$ cat src/rtl/crr_pkg.sv
package crr_pkg;

   // Detection interval: 2^20 periods of the main oscillation clock.
   localparam int          CRR_INTERVAL_LOG2 = 20;
   localparam int          CRR_RESET_MC      = 5;
   // Extra allowance after standby recovery, in nanoseconds.
   localparam int          CRR_STBY_EXTRA_NS = 20000;
   localparam int          CRR_CLK_PERIOD_NS = 8;
   localparam int          CRR_STBY_EXTRA_CY = CRR_STBY_EXTRA_NS / CRR_CLK_PERIOD_NS;
   localparam int          CRR_MC_DIV        = 1;
   localparam logic [0:0]  CRR_CLEAR_VALUE   = 1'h0;
   localparam logic [0:0]  CRR_RST_IDLE      = 1'h0;

   typedef enum logic [1:0] {
      CRR_IDLE,
      CRR_RUN,
      CRR_FIRE
   } crr_state_e;

endpackage

$ cat src/rtl/crr_mc_div.sv
`timescale 1ns/1ps
// Divides the oscillation clock into one-cycle machine-cycle enables.
module crr_mc_div
   import crr_pkg::*;
#(
   parameter int DIV = CRR_MC_DIV
) (
   input  wire logic clk,
   input  wire logic rst,
   output logic      mc_tick
);

   localparam int W = (DIV > 1) ? $clog2(DIV) : 1;

   logic [W-1:0] cnt;
   logic [W-1:0] next_cnt;
   logic         next_tick;

   initial begin
      if (DIV < 1) $error("crr_mc_div: DIV must be at least 1");
   end

   always_comb begin
      next_cnt  = cnt;
      next_tick = 1'b0;
      if (DIV == 1) begin
         next_tick = 1'b1;
      end else if (cnt == W'(DIV - 1)) begin
         next_cnt  = '0;
         next_tick = 1'b1;
      end else begin
         next_cnt = cnt + W'(1);
      end
   end

   always_ff @(posedge clk) begin
      if (rst) begin
         cnt     <= '0;
         mc_tick <= 1'b0;
      end else begin
         cnt     <= next_cnt;
         mc_tick <= next_tick;
      end
   end

endmodule

$ cat src/rtl/crr_lvr_gate.sv
`timescale 1ns/1ps
// Holds off a low-voltage reset request until a RAM write is done, and
// masks it entirely while the runaway reset is being driven.
module crr_lvr_gate (
   input  wire logic clk,
   input  wire logic rst,
   input  wire logic lvd_req,
   input  wire logic ram_write_busy,
   input  wire logic int_rst_active,
   output logic      lvr_out
);

   logic next_lvr;

   always_comb begin
      next_lvr = 1'b0;
      if (lvd_req && !ram_write_busy && !int_rst_active) begin
         next_lvr = 1'b1;
      end
   end

   always_ff @(posedge clk) begin
      if (rst) begin
         lvr_out <= 1'b0;
      end else begin
         lvr_out <= next_lvr;
      end
   end

endmodule

$ cat src/rtl/crr_top.sv
`timescale 1ns/1ps
module crr_top
   import crr_pkg::*;
#(
   parameter int INTERVAL_LOG2 = CRR_INTERVAL_LOG2,
   parameter int STBY_EXTRA    = CRR_STBY_EXTRA_CY,
   parameter int RESET_MC      = CRR_RESET_MC,
   parameter int MC_DIV        = CRR_MC_DIV
) (
   input  wire logic REF_CLK,
   input  wire logic SYS_RST,
   input  wire logic CLEAR_WRITE,
   input  wire logic COUNTER_CLEAR_BIT,
   input  wire logic INT_RESET_IN,
   input  wire logic OSC_STOPPED,
   input  wire logic CPU_STOPPED,
   input  wire logic ENTER_SLEEP,
   input  wire logic ENTER_TIMEBASE,
   input  wire logic ENTER_WATCH,
   input  wire logic STBY_RECOVER,
   input  wire logic LVD_REQ,
   input  wire logic RAM_WRITE_BUSY,
   output logic      RUNAWAY_RESET,
   output logic      LV_RESET,
   output logic      COUNTER_ACTIVE
);

   localparam int CW = INTERVAL_LOG2 + 1;
   localparam int EW = (STBY_EXTRA > 1) ? $clog2(STBY_EXTRA + 1) : 1;
   localparam int RW = $clog2(RESET_MC + 1);

   initial begin
      if (INTERVAL_LOG2 < 1 || INTERVAL_LOG2 > 30) $error("crr_top: bad INTERVAL_LOG2");
      if (RESET_MC < 1) $error("crr_top: RESET_MC must be at least 1");
      if (STBY_EXTRA < 0) $error("crr_top: STBY_EXTRA must not be negative");
      if (MC_DIV < 1) $error("crr_top: MC_DIV must be at least 1");
   end

   crr_state_e   state;
   crr_state_e   next_state;
   logic [CW-1:0] cnt;
   logic [CW-1:0] next_cnt;
   logic [EW-1:0] extra;
   logic [EW-1:0] next_extra;
   logic [RW-1:0] mc_left;
   logic [RW-1:0] next_mc_left;
   logic          next_rst_out;
   logic          next_active;
   logic          mc_tick;
   logic          clear_req;
   logic          mode_entry;
   logic          lvr_q;

   crr_mc_div #(
      .DIV     (MC_DIV)
   ) u_div (
      .clk     (REF_CLK),
      .rst     (SYS_RST),
      .mc_tick (mc_tick)
   );

   crr_lvr_gate u_lvr (
      .clk            (REF_CLK),
      .rst            (SYS_RST),
      .lvd_req        (LVD_REQ),
      .ram_write_busy (RAM_WRITE_BUSY),
      .int_rst_active (RUNAWAY_RESET),
      .lvr_out        (lvr_q)
   );

   logic          sw_clear;
   logic          reset_clear;
   logic          osc_clear;
   logic          overflow;
   logic          extra_pending;
   logic          run_now;
   logic          fire_now;
   logic          pulse_end;
   logic          next_lv;

   // Each clear source but the three mode entries, which share mode_entry, is decoded on its own so it can be traced to its rule.
   assign sw_clear    = CLEAR_WRITE && (COUNTER_CLEAR_BIT == CRR_CLEAR_VALUE);
   assign reset_clear = INT_RESET_IN;
   assign osc_clear   = OSC_STOPPED;
   assign mode_entry  = ENTER_SLEEP || ENTER_TIMEBASE || ENTER_WATCH;
   assign clear_req   = sw_clear || reset_clear || osc_clear || mode_entry;

   // The top bit of the count is the overflow of the interval counter.
   assign overflow      = cnt[CW-1];
   assign extra_pending = (extra != '0);
   assign run_now       = (state == CRR_RUN);
   // A clear or a stopped processor in the same cycle always wins over expiry.
   assign fire_now      = run_now && !clear_req && !CPU_STOPPED && overflow && !extra_pending;
   assign pulse_end     = (state == CRR_FIRE) && mc_tick && (mc_left == RW'(1));

   // Sequencing group.
   always_comb begin
      next_state = state;
      case (state)
         CRR_IDLE: begin
            next_state = CRR_RUN;
         end
         CRR_RUN: begin
            if (fire_now) begin
               next_state = CRR_FIRE;
            end
         end
         CRR_FIRE: begin
            if (pulse_end) begin
               next_state = CRR_RUN;
            end
         end
         default: begin
            next_state = CRR_IDLE;
         end
      endcase
   end

   always_ff @(posedge REF_CLK) begin
      if (SYS_RST) begin
         state <= CRR_IDLE;
      end else begin
         state <= next_state;
      end
   end

   // Interval count group.
   always_comb begin
      next_cnt = cnt;
      case (state)
         CRR_IDLE: begin
            next_cnt = '0;
         end
         CRR_RUN: begin
            if (clear_req) begin
               next_cnt = '0;
            end else if (CPU_STOPPED) begin
               next_cnt = cnt;
            end else if (fire_now) begin
               next_cnt = '0;
            end else if (!overflow) begin
               next_cnt = cnt + CW'(1);
            end
         end
         CRR_FIRE: begin
            // Clears during the pulse are ignored; the pulse itself restarts the count.
            if (pulse_end) begin
               next_cnt = '0;
            end
         end
         default: begin
            next_cnt = '0;
         end
      endcase
   end

   always_ff @(posedge REF_CLK) begin
      if (SYS_RST) begin
         cnt <= '0;
      end else begin
         cnt <= next_cnt;
      end
   end

   // Standby allowance group.
   always_comb begin
      next_extra = extra;
      if (run_now) begin
         if (STBY_RECOVER) begin
            next_extra = EW'(STBY_EXTRA);
         end
         if (clear_req) begin
            next_extra = '0;
         end else if (!CPU_STOPPED && overflow && extra_pending) begin
            // The allowance is only spent once the interval has run out.
            next_extra = extra - EW'(1);
         end
      end
   end

   always_ff @(posedge REF_CLK) begin
      if (SYS_RST) begin
         extra <= '0;
      end else begin
         extra <= next_extra;
      end
   end

   // Reset pulse group.
   always_comb begin
      next_mc_left = mc_left;
      next_rst_out = CRR_RST_IDLE;
      case (state)
         CRR_RUN: begin
            if (fire_now) begin
               next_mc_left = RW'(RESET_MC);
               next_rst_out = 1'b1;
            end
         end
         CRR_FIRE: begin
            next_rst_out = 1'b1;
            if (mc_tick) begin
               next_mc_left = mc_left - RW'(1);
            end
            if (pulse_end) begin
               next_rst_out = CRR_RST_IDLE;
            end
         end
         default: begin
            next_rst_out = CRR_RST_IDLE;
         end
      endcase
   end

   always_ff @(posedge REF_CLK) begin
      if (SYS_RST) begin
         mc_left       <= '0;
         RUNAWAY_RESET <= CRR_RST_IDLE;
      end else begin
         mc_left       <= next_mc_left;
         RUNAWAY_RESET <= next_rst_out;
      end
   end

   // Status group.
   always_comb begin
      next_active = 1'b0;
      next_lv     = lvr_q;
      if (run_now) begin
         next_active = !CPU_STOPPED;
      end
   end

   always_ff @(posedge REF_CLK) begin
      if (SYS_RST) begin
         COUNTER_ACTIVE <= 1'b0;
         LV_RESET       <= 1'b0;
      end else begin
         COUNTER_ACTIVE <= next_active;
         LV_RESET       <= next_lv;
      end
   end

endmodule

$ cat config.mk
export PLATFORM = sky130hd
export DESIGN_NAME = crr_top
export DESIGN_NICKNAME = d
export VERILOG_FILES = /design/src/rtl/crr_pkg.sv /design/src/rtl/crr_mc_div.sv /design/src/rtl/crr_lvr_gate.sv /design/src/rtl/crr_top.sv
export SDC_FILE = /design/constraint.sdc
export NUM_CORES = 1
export LEC_CHECK = 0
export CAP_MARGIN = 20
export CORE_ASPECT_RATIO = 0.5
export CORE_UTILIZATION = 25
export DETAILED_ROUTE_END_ITERATION = 10
export DONT_BUFFER_PORTS = 1
export PLACE_DENSITY = 0.38
export SYNTH_ARGS = -nofsm -noshare
export SYNTH_HDL_FRONTEND = slang
export SYNTH_SLANG_ARGS = --single-unit
$ cat constraint.sdc
create_clock -name REF_CLK -period 3.4 [get_ports REF_CLK]
set_input_delay 0.34 -clock REF_CLK [delete_from_list [all_inputs] [get_ports REF_CLK]]
set_output_delay 0.34 -clock REF_CLK [all_outputs]
set_load 0.05 [all_outputs]
# After elaboration in Yosys (flattened, before gate mapping)
# Cells that the tools add are included.
# classes
n_bitwise	2
addsub	3
n_mux	20
n_eq_ne	8
n_reduce_logical	31
# op_table
op	n
$mux 21	5
$pmux 21 s2	1
$mux 12	3
$add 21x1->21 const B	1
$reduce_bool 12->1	1
$sub 12x1->12 const B	1
$logic_and 1x1->1	11
$mux 3	2
$pmux 2 s3	1
$pmux 3 s2	1
$reduce_and 2->1	3
$reduce_and 3->1	2
$logic_not 1->1	5
$logic_or 1x1->1	5
$mux 1	4
$mux 2	2
$ne 2x1->1 const B	2
$ne 4x3->1 const B	1
$eq 3x1->1 const B	1
$ne 3x3->1 const B	1
$reduce_bool 3->1	1
$sub 3x1->3 const B	1
$eq 2x1->1 const B	1
$eq 2x2->1 const B	1
6 further kinds	7
# word_totals
elab_cells	74
out_inout_bits	3
reg_bits	43

# Longest topological paths before layout
# Gate-level depths: netlist (run 1).
# depth
ltp_word	14
mapped_depth	8

# Modules after synthesis
# From an unflattened synthesis (run 1), not the netlist that was laid out.
# unflattened
hier_cells	296
area_unflattened_um2	2426.1
# modules_own_cells
mod	seq_area_each_um2	instances	cells_each	area_each_um2
crr_top	820.8	1	292	2367.3
crr_lvr_gate	20.0	1	2	35.0
crr_mc_div	20.0	1	2	23.8

# Worst setup path after synthesis (run 1)
# OpenSTA, ideal clock, no wires.
# synth_timing
kind	register -> register
start	register state[1]
end	register cnt[11]
arrival_time_ns	2.031
setup_time_ns	0.116
t_required_ns	3.284
setup_slack_ns	1.253
path_stages_with_launch	9
cell_sequence	dfxtp_1 -> inv_1 -> ha_1 -> or4b_4 -> nor4_4 -> buf_6 -> a21o_2 -> nor4_1 -> a31o_1
# synth_via
elab_chain_len	9
word_cells_on_any_way	16
# synth_rtl
item	line_no	rtl
start: declaration	crr_top.sv:39	crr_state_e state;
start signal: assignment	crr_top.sv:123	state <= next_state;
$eq 2x1->1	crr_top.sv:91, crr_top.sv:130	
$logic_and 1x1->1 (4 in series)	crr_top.sv:93	assign fire_now = run_now && !clear_req && !CPU_STOPPED && overflow && !extra_pending;
$mux 21	crr_top.sv:139	end else if (fire_now) begin
$mux 21	crr_top.sv:137	end else if (CPU_STOPPED) begin
$mux 21	crr_top.sv:135	if (clear_req) begin
$pmux 21 s2	crr_top.sv:130	case (state)
end signal: assignment	crr_top.sv:161	cnt <= next_cnt;
end: declaration	crr_top.sv:41	logic [CW-1:0] cnt;
# Several ways; a longest one is shown, not always the timed one. The select of a mux whose other input is x is not followed.
# A chain may end at the register's enable or synchronous reset.

# Worst setup path after layout (run 1)
# layout_timing
start	register state[1]
end	register cnt[9]
# Same word-level chain as after synthesis.

==> results of run 1 <==
-- registers in the layout, summed over array words and instances, names as in the netlist --
name	flops
RUNAWAY_RESET	1
LV_RESET	1
u_lvr.lvr_out	1
extra	12
cnt	21
u_div.mc_tick	1
COUNTER_ACTIVE	1
mc_left	3
state	2
-- critical path: cells and delay by family (launching register included) --
family | cells | cell delay [ns]
AND/OR/NAND/NOR | 3 | 1.24
AO/OA/AOI/OAI | 2 | 0.50
adder cells (fa/ha/maj) | 1 | 0.38
flip-flops | 1 | 0.32
buffers and inverters | 1 | 0.09
-- placed cells by master (no fill, tap or decap), types with 3 or more instances in the layout --
master | Yosys | layout
o31ai_1 | 6 | 6
xnor2_1 | 10 | 10
a2111oi_1 | 3 | 3
nor2_1 | 22 | 22
and2_1 | 3 | 3
nand3_1 | 8 | 8
nand4_1 | 8 | 8
ha_1 | 8 | 8
inv_1 | 12 | 12
o21ai_0 | 17 | 17
or4_1 | 9 | 9
or3_1 | 9 | 9
dfxtp_1 | 43 | 43
o2bb2ai_1 | 4 | 4
nor2b_1 | 8 | 8
and4_1 | 3 | 3
nand2_1 | 14 | 14
a211oi_1 | 6 | 6
a21oi_1 | 23 | 23
nor3_1 | 3 | 3
nor4_1 | 7 | 7
clkbuf_16 | 0 | 5
-- per-stage QoR --
step	instance area, sq um	util	hold slack [ns]
detailed placement	2550	0.269	0.419
CTS	2690	0.284	0.115
floorplan	2450	-	0.414
global route	2690	0.284	0.113
global placement	2550	0.269	0.417
finish	2690	0.284	0.127
-- layer usage --
layer  global-route usage  share of wire
met1                0.174           0.53
met2                0.193           0.43
met3               0.0396          0.032
met4               0.0299         0.0048
met5                    0              0
-- area by class of cell --
class | count | area share
Clock buffer | 6 | 0.0479
Clock inverter | 2 | 0.00465
Inverter | 13 | 0.0181
Multi-Input combinational cell | 213 | 0.547
Sequential cell | 43 | 0.320
Tap cell | 135 | 0.0627
-- cell families (layout without fill, tap and decap cells) --
logic type / Yosys count / count (layout)
compound gates: 84 / 84
xor+xnor: 10 / 10
fa+ha+maj: 8 / 8
buf+inv: 24 / 21
flops: 43 / 43
simple gates: 111 / 111
-- final timing paths --
check                                    to                startpoint
setup reg to reg        cnt[9]$_SDFFE_PP0P_     state[1]$_SDFFE_PP0P_
hold / removal    COUNTER_ACTIVE$_SDFF_PP0_               CPU_STOPPED
setup / recovery        cnt[9]$_SDFFE_PP0P_     state[1]$_SDFFE_PP0P_
hold reg to reg         LV_RESET$_SDFF_PP0_  u_lvr.lvr_out$_SDFF_PP0_
-- power groups by stage --
stage          Clock (W)  Combinational [W]  Sequential (W)
2_1_floorplan          0           0.000168        0.000550
3_3_place_gp           0           0.000196        0.000557
3_5_place_dp           0           0.000199        0.000557
4_1_cts         0.000488           0.000200        0.000546
5_1_grt         0.000514           0.000222        0.000550
6_report        0.000469           0.000200        0.000547
==> impl_metrics.ini, run 1 <==
[floorplanning]
start_util = 0.258
dieArea_sq_um = 10200
die_w_um = 142
die-height_um = 71.9
pin_count = 16
core_sq_um = 9480
core.rowCount = 25

[synthesis]
synthXorXnorAreaFrac = 0.0358
ys_ff_latch = 43
synth_ff_type = dfxtp_1
synth_warnings = 0
synth.area.mux_share = 0
syn_area_per_cell_sq_um = 8.74
ys_types = 60
seq_area_frac_synth = 0.352
yosysTopAreaCell = dfxtp_1
synth_top_family_by_area = simple AND/OR/NAND/NOR gates
postSynthCellCount = 280
synth_simple_gate_area_frac = 0.278
synthAdderAreaFrac = 0.0409
synth-edff-count = 0
synth_most_common_cell = dfxtp_1
synthTopCellsByArea = dfxtp_1, a21oi_1, ha_1
synth_compound_area_frac = 0.248
yosys-top-cells-count = dfxtp_1, a21oi_1, nor2_1, o21ai_0, nand2_1
synth_top_cell_area_share = 0.352
syn_nets = 301
synthArstFlopShare = 0
synth_area_sq_um = 2450

[clock_network]
clkTransAtPathRegs_ns = 0.06
insertion_delay_ns = 0.28
root_buffer = clkbuf_16
clock_sinks = 43
clockBufferDepth = 2
htree_levels = 2
cts_tree = yes
ctsHoldBuffers = 0
cts_buffers = 5
post_cts_buffers = 0
cts_resized = 0

[placed_design]
pre_cts_slack_ns = 0.781
place_hpwl_um = 4300
globalplace.congestion = 0.734
numPortBuffers = 0
dp.cells = 404

[power]
power.net_switching_w = 0.000349
pwr-share-clk = 0.386
powerDensity_nw_per_um2 = 452
switching_share = 0.287
irDropWorstVdd_v = 0.000250
leakage_nw = 0.807
power_frac_seq = 0.450
combinationalPowerShare = 0.164
power.total_w = 0.00122
p_int_w = 0.000868

[timing]
setup_viol = 0
tightest_slew_ns = 0.823
max_freq_ghz = 0.381
finalClockSkew_ns = 0.00671
maxSlewViolCount = 0
finalWorstSetupSlack_ns = 0.772
slew_headroom = 0.451
tns_ns = 0
finalHoldViolCount = 0
rsz0062_at_grt = false
fin_crit_sh = 0.773
fin_crit_ns = 2.63

[cells_and_area]
drive_gt1_frac = 0.0758
area_growth_pct = 10.1
multi_input_area_sq_um = 1470
num-fill-cells = 1010
fin_nets = 297
diodes = 0
stdcell_count = 412
regArea_sq_um = 861

[job]
drv_cap = 0

[setup_path]
critical_path.max_fanout = 11
critPathSlowestCell = nor4_4
crit_chain = inv_1 > ha_1 > or4b_4 > nor4_4 > a21o_2 > nor4_1 > a31o_1
critical_path.endpoint_type = register
required_ns = 3.58
slowest_delay_ns = 0.61
worst_ep_arrival_time_ns = 2.80
reg2regPathDepth = 7
worst_setup_path_start_kind = register
critical_path_class = reg2reg
rrSetupSlack_ns = 0.77

[min_path]
hold_depth = 1
hold_path.class = in2reg

[route]
drt-vias-per-instance = 4.99
num_vias = 2055
routedWlPerCell_um = 14.6
drcViolationCount = 0
drtIter0Drc = 128
postRouteAntennaNets = 0
routed_wl_um = 6020
drtPass1Iterations = 4

[global_route]
gr-usage-all-layers = 0.126
grt_overflow = 0
grt_pass1_vias = 1886
grt_max_degree = 20
antenna_found_initial = 0
grt_pass1_wl_um = 9960

[outcome]
run_status = completed
No activity file was read; power rests on OpenSTA's default activity.
==> run 2: changes to the inputs <==
--- a/config.mk
+++ b/config.mk
@@ -10,7 +10,7 @@
 export CORE_UTILIZATION = 25
 export DETAILED_ROUTE_END_ITERATION = 10
 export DONT_BUFFER_PORTS = 1
-export PLACE_DENSITY = 0.38
+export PLACE_DENSITY = 0.4
 export SYNTH_ARGS = -nofsm -noshare
 export SYNTH_HDL_FRONTEND = slang
 export SYNTH_SLANG_ARGS = --single-unit
==> constraint.sdc (replaced) <==
create_clock -name REF_CLK -period 2.16 [get_ports REF_CLK]
set_input_delay 0.216 -clock REF_CLK [delete_from_list [all_inputs] [get_ports REF_CLK]]
set_output_delay 0.216 -clock REF_CLK [all_outputs]
set_load 0.05 [all_outputs]
==> impl_metrics.ini, run 2 (synthesis gave the netlist of run 1 again) <==
[outcome]
run_status = completed

[power]
leakage_nw = 0.926
powerDensity_nw_per_um2 = 698
irDropWorstVdd_v = 0.000256
power.total_w = 0.00203

[setup_path]
worst-path-stages = 5
crit_chain = buf_4 > or4_1 > nor2_1 > or4b_1 > a21oi_1
critical_path.endpoint_type = register
r2r_start = extra[4]$_SDFFE_PP0P_
r2r_end = extra[9]$_SDFFE_PP0P_
critPathSlowestCell = or4_1
critical_path_class = reg2reg
reg2regPathDepth = 5
worst_setup_path_start_kind = register
crit_buf_inv = 1
cpLargestDelayFamily = simple AND/OR/NAND/NOR gates
critical_path.max_fanout = 6
worst_ep_arrival_time_ns = 2.27
required_ns = 2.38
slowest_delay_ns = 0.58
rrSetupSlack_ns = 0.11

[min_path]
hold_depth = 1
holdCritStartpoint = SYS_RST
hold_path.class = in2reg
hold_end = RUNAWAY_RESET$_SDFF_PP0_

[timing]
tightest_slew_ns = 0.518
fin_crit_ns = 2.05
finalClockSkew_ns = 0.00366
max_freq_ghz = 0.488
setup_viol = 0
fin_crit_sh = 0.949
tns_ns = 0
finalHoldViolCount = 0
slew_headroom = 0.654
maxSlewViolCount = 0

[cells_and_area]
layout_commonest_cell = dfxtp_1
regMostFlops = cnt
largestRegisters = cnt x21, extra x12, mc_left x3
largest_register_ffs = 21
drive_gt1_frac = 0.132
fin_nets = 316
area_growth_pct = 18.9
diodes = 0
layout_common_cells = dfxtp_1, nor2_1, a21oi_1
num-fill-cells = 1021

[placed_design]
place_hpwl_um = 4470
globalplace.congestion = 0.749
numPortBuffers = 0

[floorplanning]
dieArea_sq_um = 10200
start_util = 0.258
die-height_um = 71.9
core_sq_um = 9480
core.rowCount = 25
pin_count = 16
die_w_um = 142

[clock_network]
insertion_delay_ns = 0.29
clock_sinks = 43
cts_tree = yes
root_buffer = clkbuf_16
cts_buffers = 5
htree_levels = 2
clockBufferDepth = 2
clkTransAtPathRegs_ns = 0.06

[route]
num_vias = 2146
drcViolationCount = 0
routedWlPerCell_um = 14.5
drtIter0Drc = 126
routed_wl_um = 6260
postRouteAntennaNets = 0
drtPass1Iterations = 4
drt-vias-per-instance = 4.98

[global_route]
grt_overflow = 0
grt_max_degree = 18
gr-usage-all-layers = 0.133
grt_pass1_vias = 2094
antenna_found_initial = 0
grt_pass1_wl_um = 10400

[job]
drv_cap = 0
==> run 2: stage by stage <==
| step | std cells | utilization | hold WS, ns | cell area, sq um | setup WS, ns |
|---|---|---|---|---|---|
| after floorplan | 280 | - | 0.293 | 2450 | 0.0130 |
| after global placement | 418 | 0.282 | 0.293 | 2670 | 0.105 |
| after detailed placement | 418 | 0.282 | 0.296 | 2670 | 0.101 |
| after CTS | 430 | 0.302 | 0.0132 | 2870 | 0.0831 |
| after global routing | 431 | 0.307 | 0.00436 | 2910 | -0.00896 |
| final | 431 | 0.307 | 0.0204 | 2910 | 0.111 |
==> run 2: area by class of cell <==
cell class                      count  area, sq um  area share
Timing Repair Buffer               19          169      0.0581
Inverter                           13         48.8      0.0168
Multi-Input combinational cell    213         1500       0.517
Tap cell                          135          169      0.0581
Sequential cell                    43          861       0.296
Clock buffer                        8          156      0.0538
==> run 2: worst max-delay path by stage <==
stage,startpoint,endpoint
after floorplan,state[1]$_SDFFE_PP0P_,cnt[11]$_SDFFE_PP0P_
after global placement,extra[8]$_SDFFE_PP0P_,mc_left[2]$_SDFFE_PP0P_
after detailed placement,extra[8]$_SDFFE_PP0P_,state[1]$_SDFFE_PP0P_
after CTS,extra[8]$_SDFFE_PP0P_,state[1]$_SDFFE_PP0P_
after global routing,state[0]$_SDFFE_PP0P_,cnt[3]$_SDFFE_PP0P_
final,extra[4]$_SDFFE_PP0P_,extra[9]$_SDFFE_PP0P_
==> run 2: layer usage <==
metal | vias to the layer above | global-route usage | wire (um)
met2 | 25 | 0.218 | 2800
li1 | 1086 | - | -
met1 | 1023 | 0.167 | 3130
met4 | 0 | 0.0502 | 102
met5 | - | 0 | 0
met3 | 12 | 0.0383 | 225
==> run 2: where the power goes <==
part | total (W) | internal (W) | switching (W) | leakage [nW]
combinational | 0.000364 | 0.000153 | 0.000212 | 0.501
clock | 0.000804 | 0.000493 | 0.000311 | 0.0772
sequential | 0.000862 | 0.000822 | 0.0000406 | 0.349
total | 0.00203 | 0.00147 | 0.000564 | 0.926
==> run 2: repair_timing <==
| action | 4_1_cts | 5_1_grt |
|---|---|---|
| hold endpoints to repair | 7 | 0 |
| hold buffers | 4 | 0 |
| setup buffers | 0 | 1 |
| setup endpoints to repair | 0 | 12 |
| gates resized for setup | 0 | 7 |
==> run 3: changes to the inputs <==
--- a/config.mk
+++ b/config.mk
@@ -7,10 +7,10 @@
 export LEC_CHECK = 0
 export CAP_MARGIN = 20
 export CORE_ASPECT_RATIO = 0.5
-export CORE_UTILIZATION = 25
+export CORE_UTILIZATION = 40
 export DETAILED_ROUTE_END_ITERATION = 10
 export DONT_BUFFER_PORTS = 1
-export PLACE_DENSITY = 0.4
+export PLACE_DENSITY = 0.66
 export SYNTH_ARGS = -nofsm -noshare
 export SYNTH_HDL_FRONTEND = slang
 export SYNTH_SLANG_ARGS = --single-unit
==> impl_metrics.ini, run 3 (synthesis gave the netlist of run 1 again) <==
[outcome]
run_status = completed

[floorplanning]
die-height_um = 57.3
core.rowCount = 19
start_util = 0.431
dieArea_sq_um = 6450
pin_count = 16
die_w_um = 113
core_sq_um = 5680

[setup_path]
critical_path.max_fanout = 8
critical_path_class = reg2reg
critical_path.endpoint_type = register
worst_setup_path_start_kind = register
worst_ep_arrival_time_ns = 2.36
required_ns = 2.38

[cells_and_area]
layout_commonest_cell = dfxtp_1
diodes = 0
fin_nets = 324
design_area_sq_um = 2910
largest_register_ffs = 21
fin_util = 0.513
layout_common_cells = dfxtp_1, a21oi_1, nor2_1
largestRegisters = cnt x21, extra x12, mc_left x3
area_growth_pct = 19.1
drive_gt1_frac = 0.174
regMostFlops = cnt

[placed_design]
dpl_cell_area_sq_um = 2590
pre_cts_slack_ns = 0.102
place_hpwl_um = 3860
numPortBuffers = 0
globalplace.congestion = 0.819

[route]
routedWlPerCell_um = 15.7
drcViolationCount = 0
drtIter0Drc = 136
routed_wl_um = 5910
drtPass1Iterations = 5
num_vias = 2260
drt-vias-per-instance = 5.99
postRouteAntennaNets = 0

[power]
switching_share = 0.288
p_int_w = 0.00141
power.net_switching_w = 0.000569
leakage_nw = 0.965
pwr-share-clk = 0.378
irDropWorstVdd_v = 0.000309
powerDensity_nw_per_um2 = 679
combinationalPowerShare = 0.187
power_frac_seq = 0.435

[timing]
tightest_slew_ns = 0.517
finalClockSkew_ns = 0.00470
max_freq_ghz = 0.468
fin_crit_ns = 2.14
rsz0062_at_grt = true
finalHoldViolCount = 0
fin_crit_sh = 0.989
setup_viol = 0
maxSlewViolCount = 0
finalWorstSetupSlack_ns = 0.0236
slew_headroom = 0.655

[global_route]
grt_max_degree = 18
grt_overflow = 0
antenna_found_initial = 0
grt_pass1_wl_um = 9340
grt_pass1_vias = 2004
gr-usage-all-layers = 0.184

[clock_network]
htree_levels = 2
root_buffer = clkbuf_16
clockBufferDepth = 2
clkTransAtPathRegs_ns = 0.06
clock_sinks = 43
cts_tree = yes
cts_buffers = 5
insertion_delay_ns = 0.29

[job]
drv_cap = 0

[min_path]
hold_path.class = in2reg
==> run 3: cell types whose count changed in the layout (fill, tap and decap cells not counted), sizes merged <==
cell / change
clkbuf: -1
clkinvlp: +2
buf: +5
clkinv: +1
a21o: +1
==> run 3: what timing repair did <==
item	in CTS	in global routing
hold buffers	4	0
buffers inserted	0	6
setup endpoints to repair	0	8
gates resized for setup	0	14
hold endpoints to repair	6	0
==> run 3: critical path, cell delays in order (launching register included) <==
cell     delay (ns)
dfxtp_2        0.33
inv_2          0.06
ha_2           0.17
or4b_4         0.50
nor4_4         0.42
buf_6          0.19
a21o_2         0.15
o21ai_0        0.11
a21oi_1        0.15
==> run 3: routing by layer <==
layer	share of wire	global-route usage	vias to the layer above	wire (um)
met2	0.46	0.294	43	2750
met1	0.48	0.238	1100	2840
met4	0.016	0.0857	0	93
li1	-	-	1107	-
met5	0	0	-	0
met3	0.039	0.0457	10	228
==> run 3: power groups by stage <==
| stage | Sequential [W] | Combinational [W] | Clock, W |
|---|---|---|---|
| finish | 0.000859 | 0.000370 | 0.000748 |
| global placement | 0.000873 | 0.000325 | 0 |
| CTS | 0.000857 | 0.000343 | 0.000761 |
| floorplan | 0.000867 | 0.000265 | 0 |
| global route | 0.000863 | 0.000404 | 0.000800 |
| detailed placement | 0.000875 | 0.000333 | 0 |
==> run 3: area by class of cell <==
class                   instances  area (sq um)
fillers                       527          2770
multi-input cells             214          1500
flip-flops and latches         43           863
repair buffers                 26           260
clock buffers                   5           125
well taps                      73          91.3
inverters                      13          48.8
clock inverters                 3          20.0
==> run 3: through the flow <==
step                TNS (ns)  std cells  total power (W)  hold WS (ns)
floorplan                  0        280          0.00113         0.293
global placement           0        356          0.00120         0.292
detailed placement         0        356          0.00121         0.294
CTS                        0        368          0.00196       0.00183
global route          -0.503        377          0.00207        0.0142
finish                     0        377          0.00198        0.0107
==> run 3: worst paths after layout <==
kind,start,endpoint,slack (ns),cells after the start
min,SYS_RST,RUNAWAY_RESET$_SDFF_PP0_,0.01,1
max,state[1]$_SDFFE_PP0P_,cnt[10]$_SDFFE_PP0P_,0.02,8
max reg2reg,state[1]$_SDFFE_PP0P_,cnt[10]$_SDFFE_PP0P_,0.02,8
min reg2reg,u_lvr.lvr_out$_SDFF_PP0_,LV_RESET$_SDFF_PP0_,0.44,1
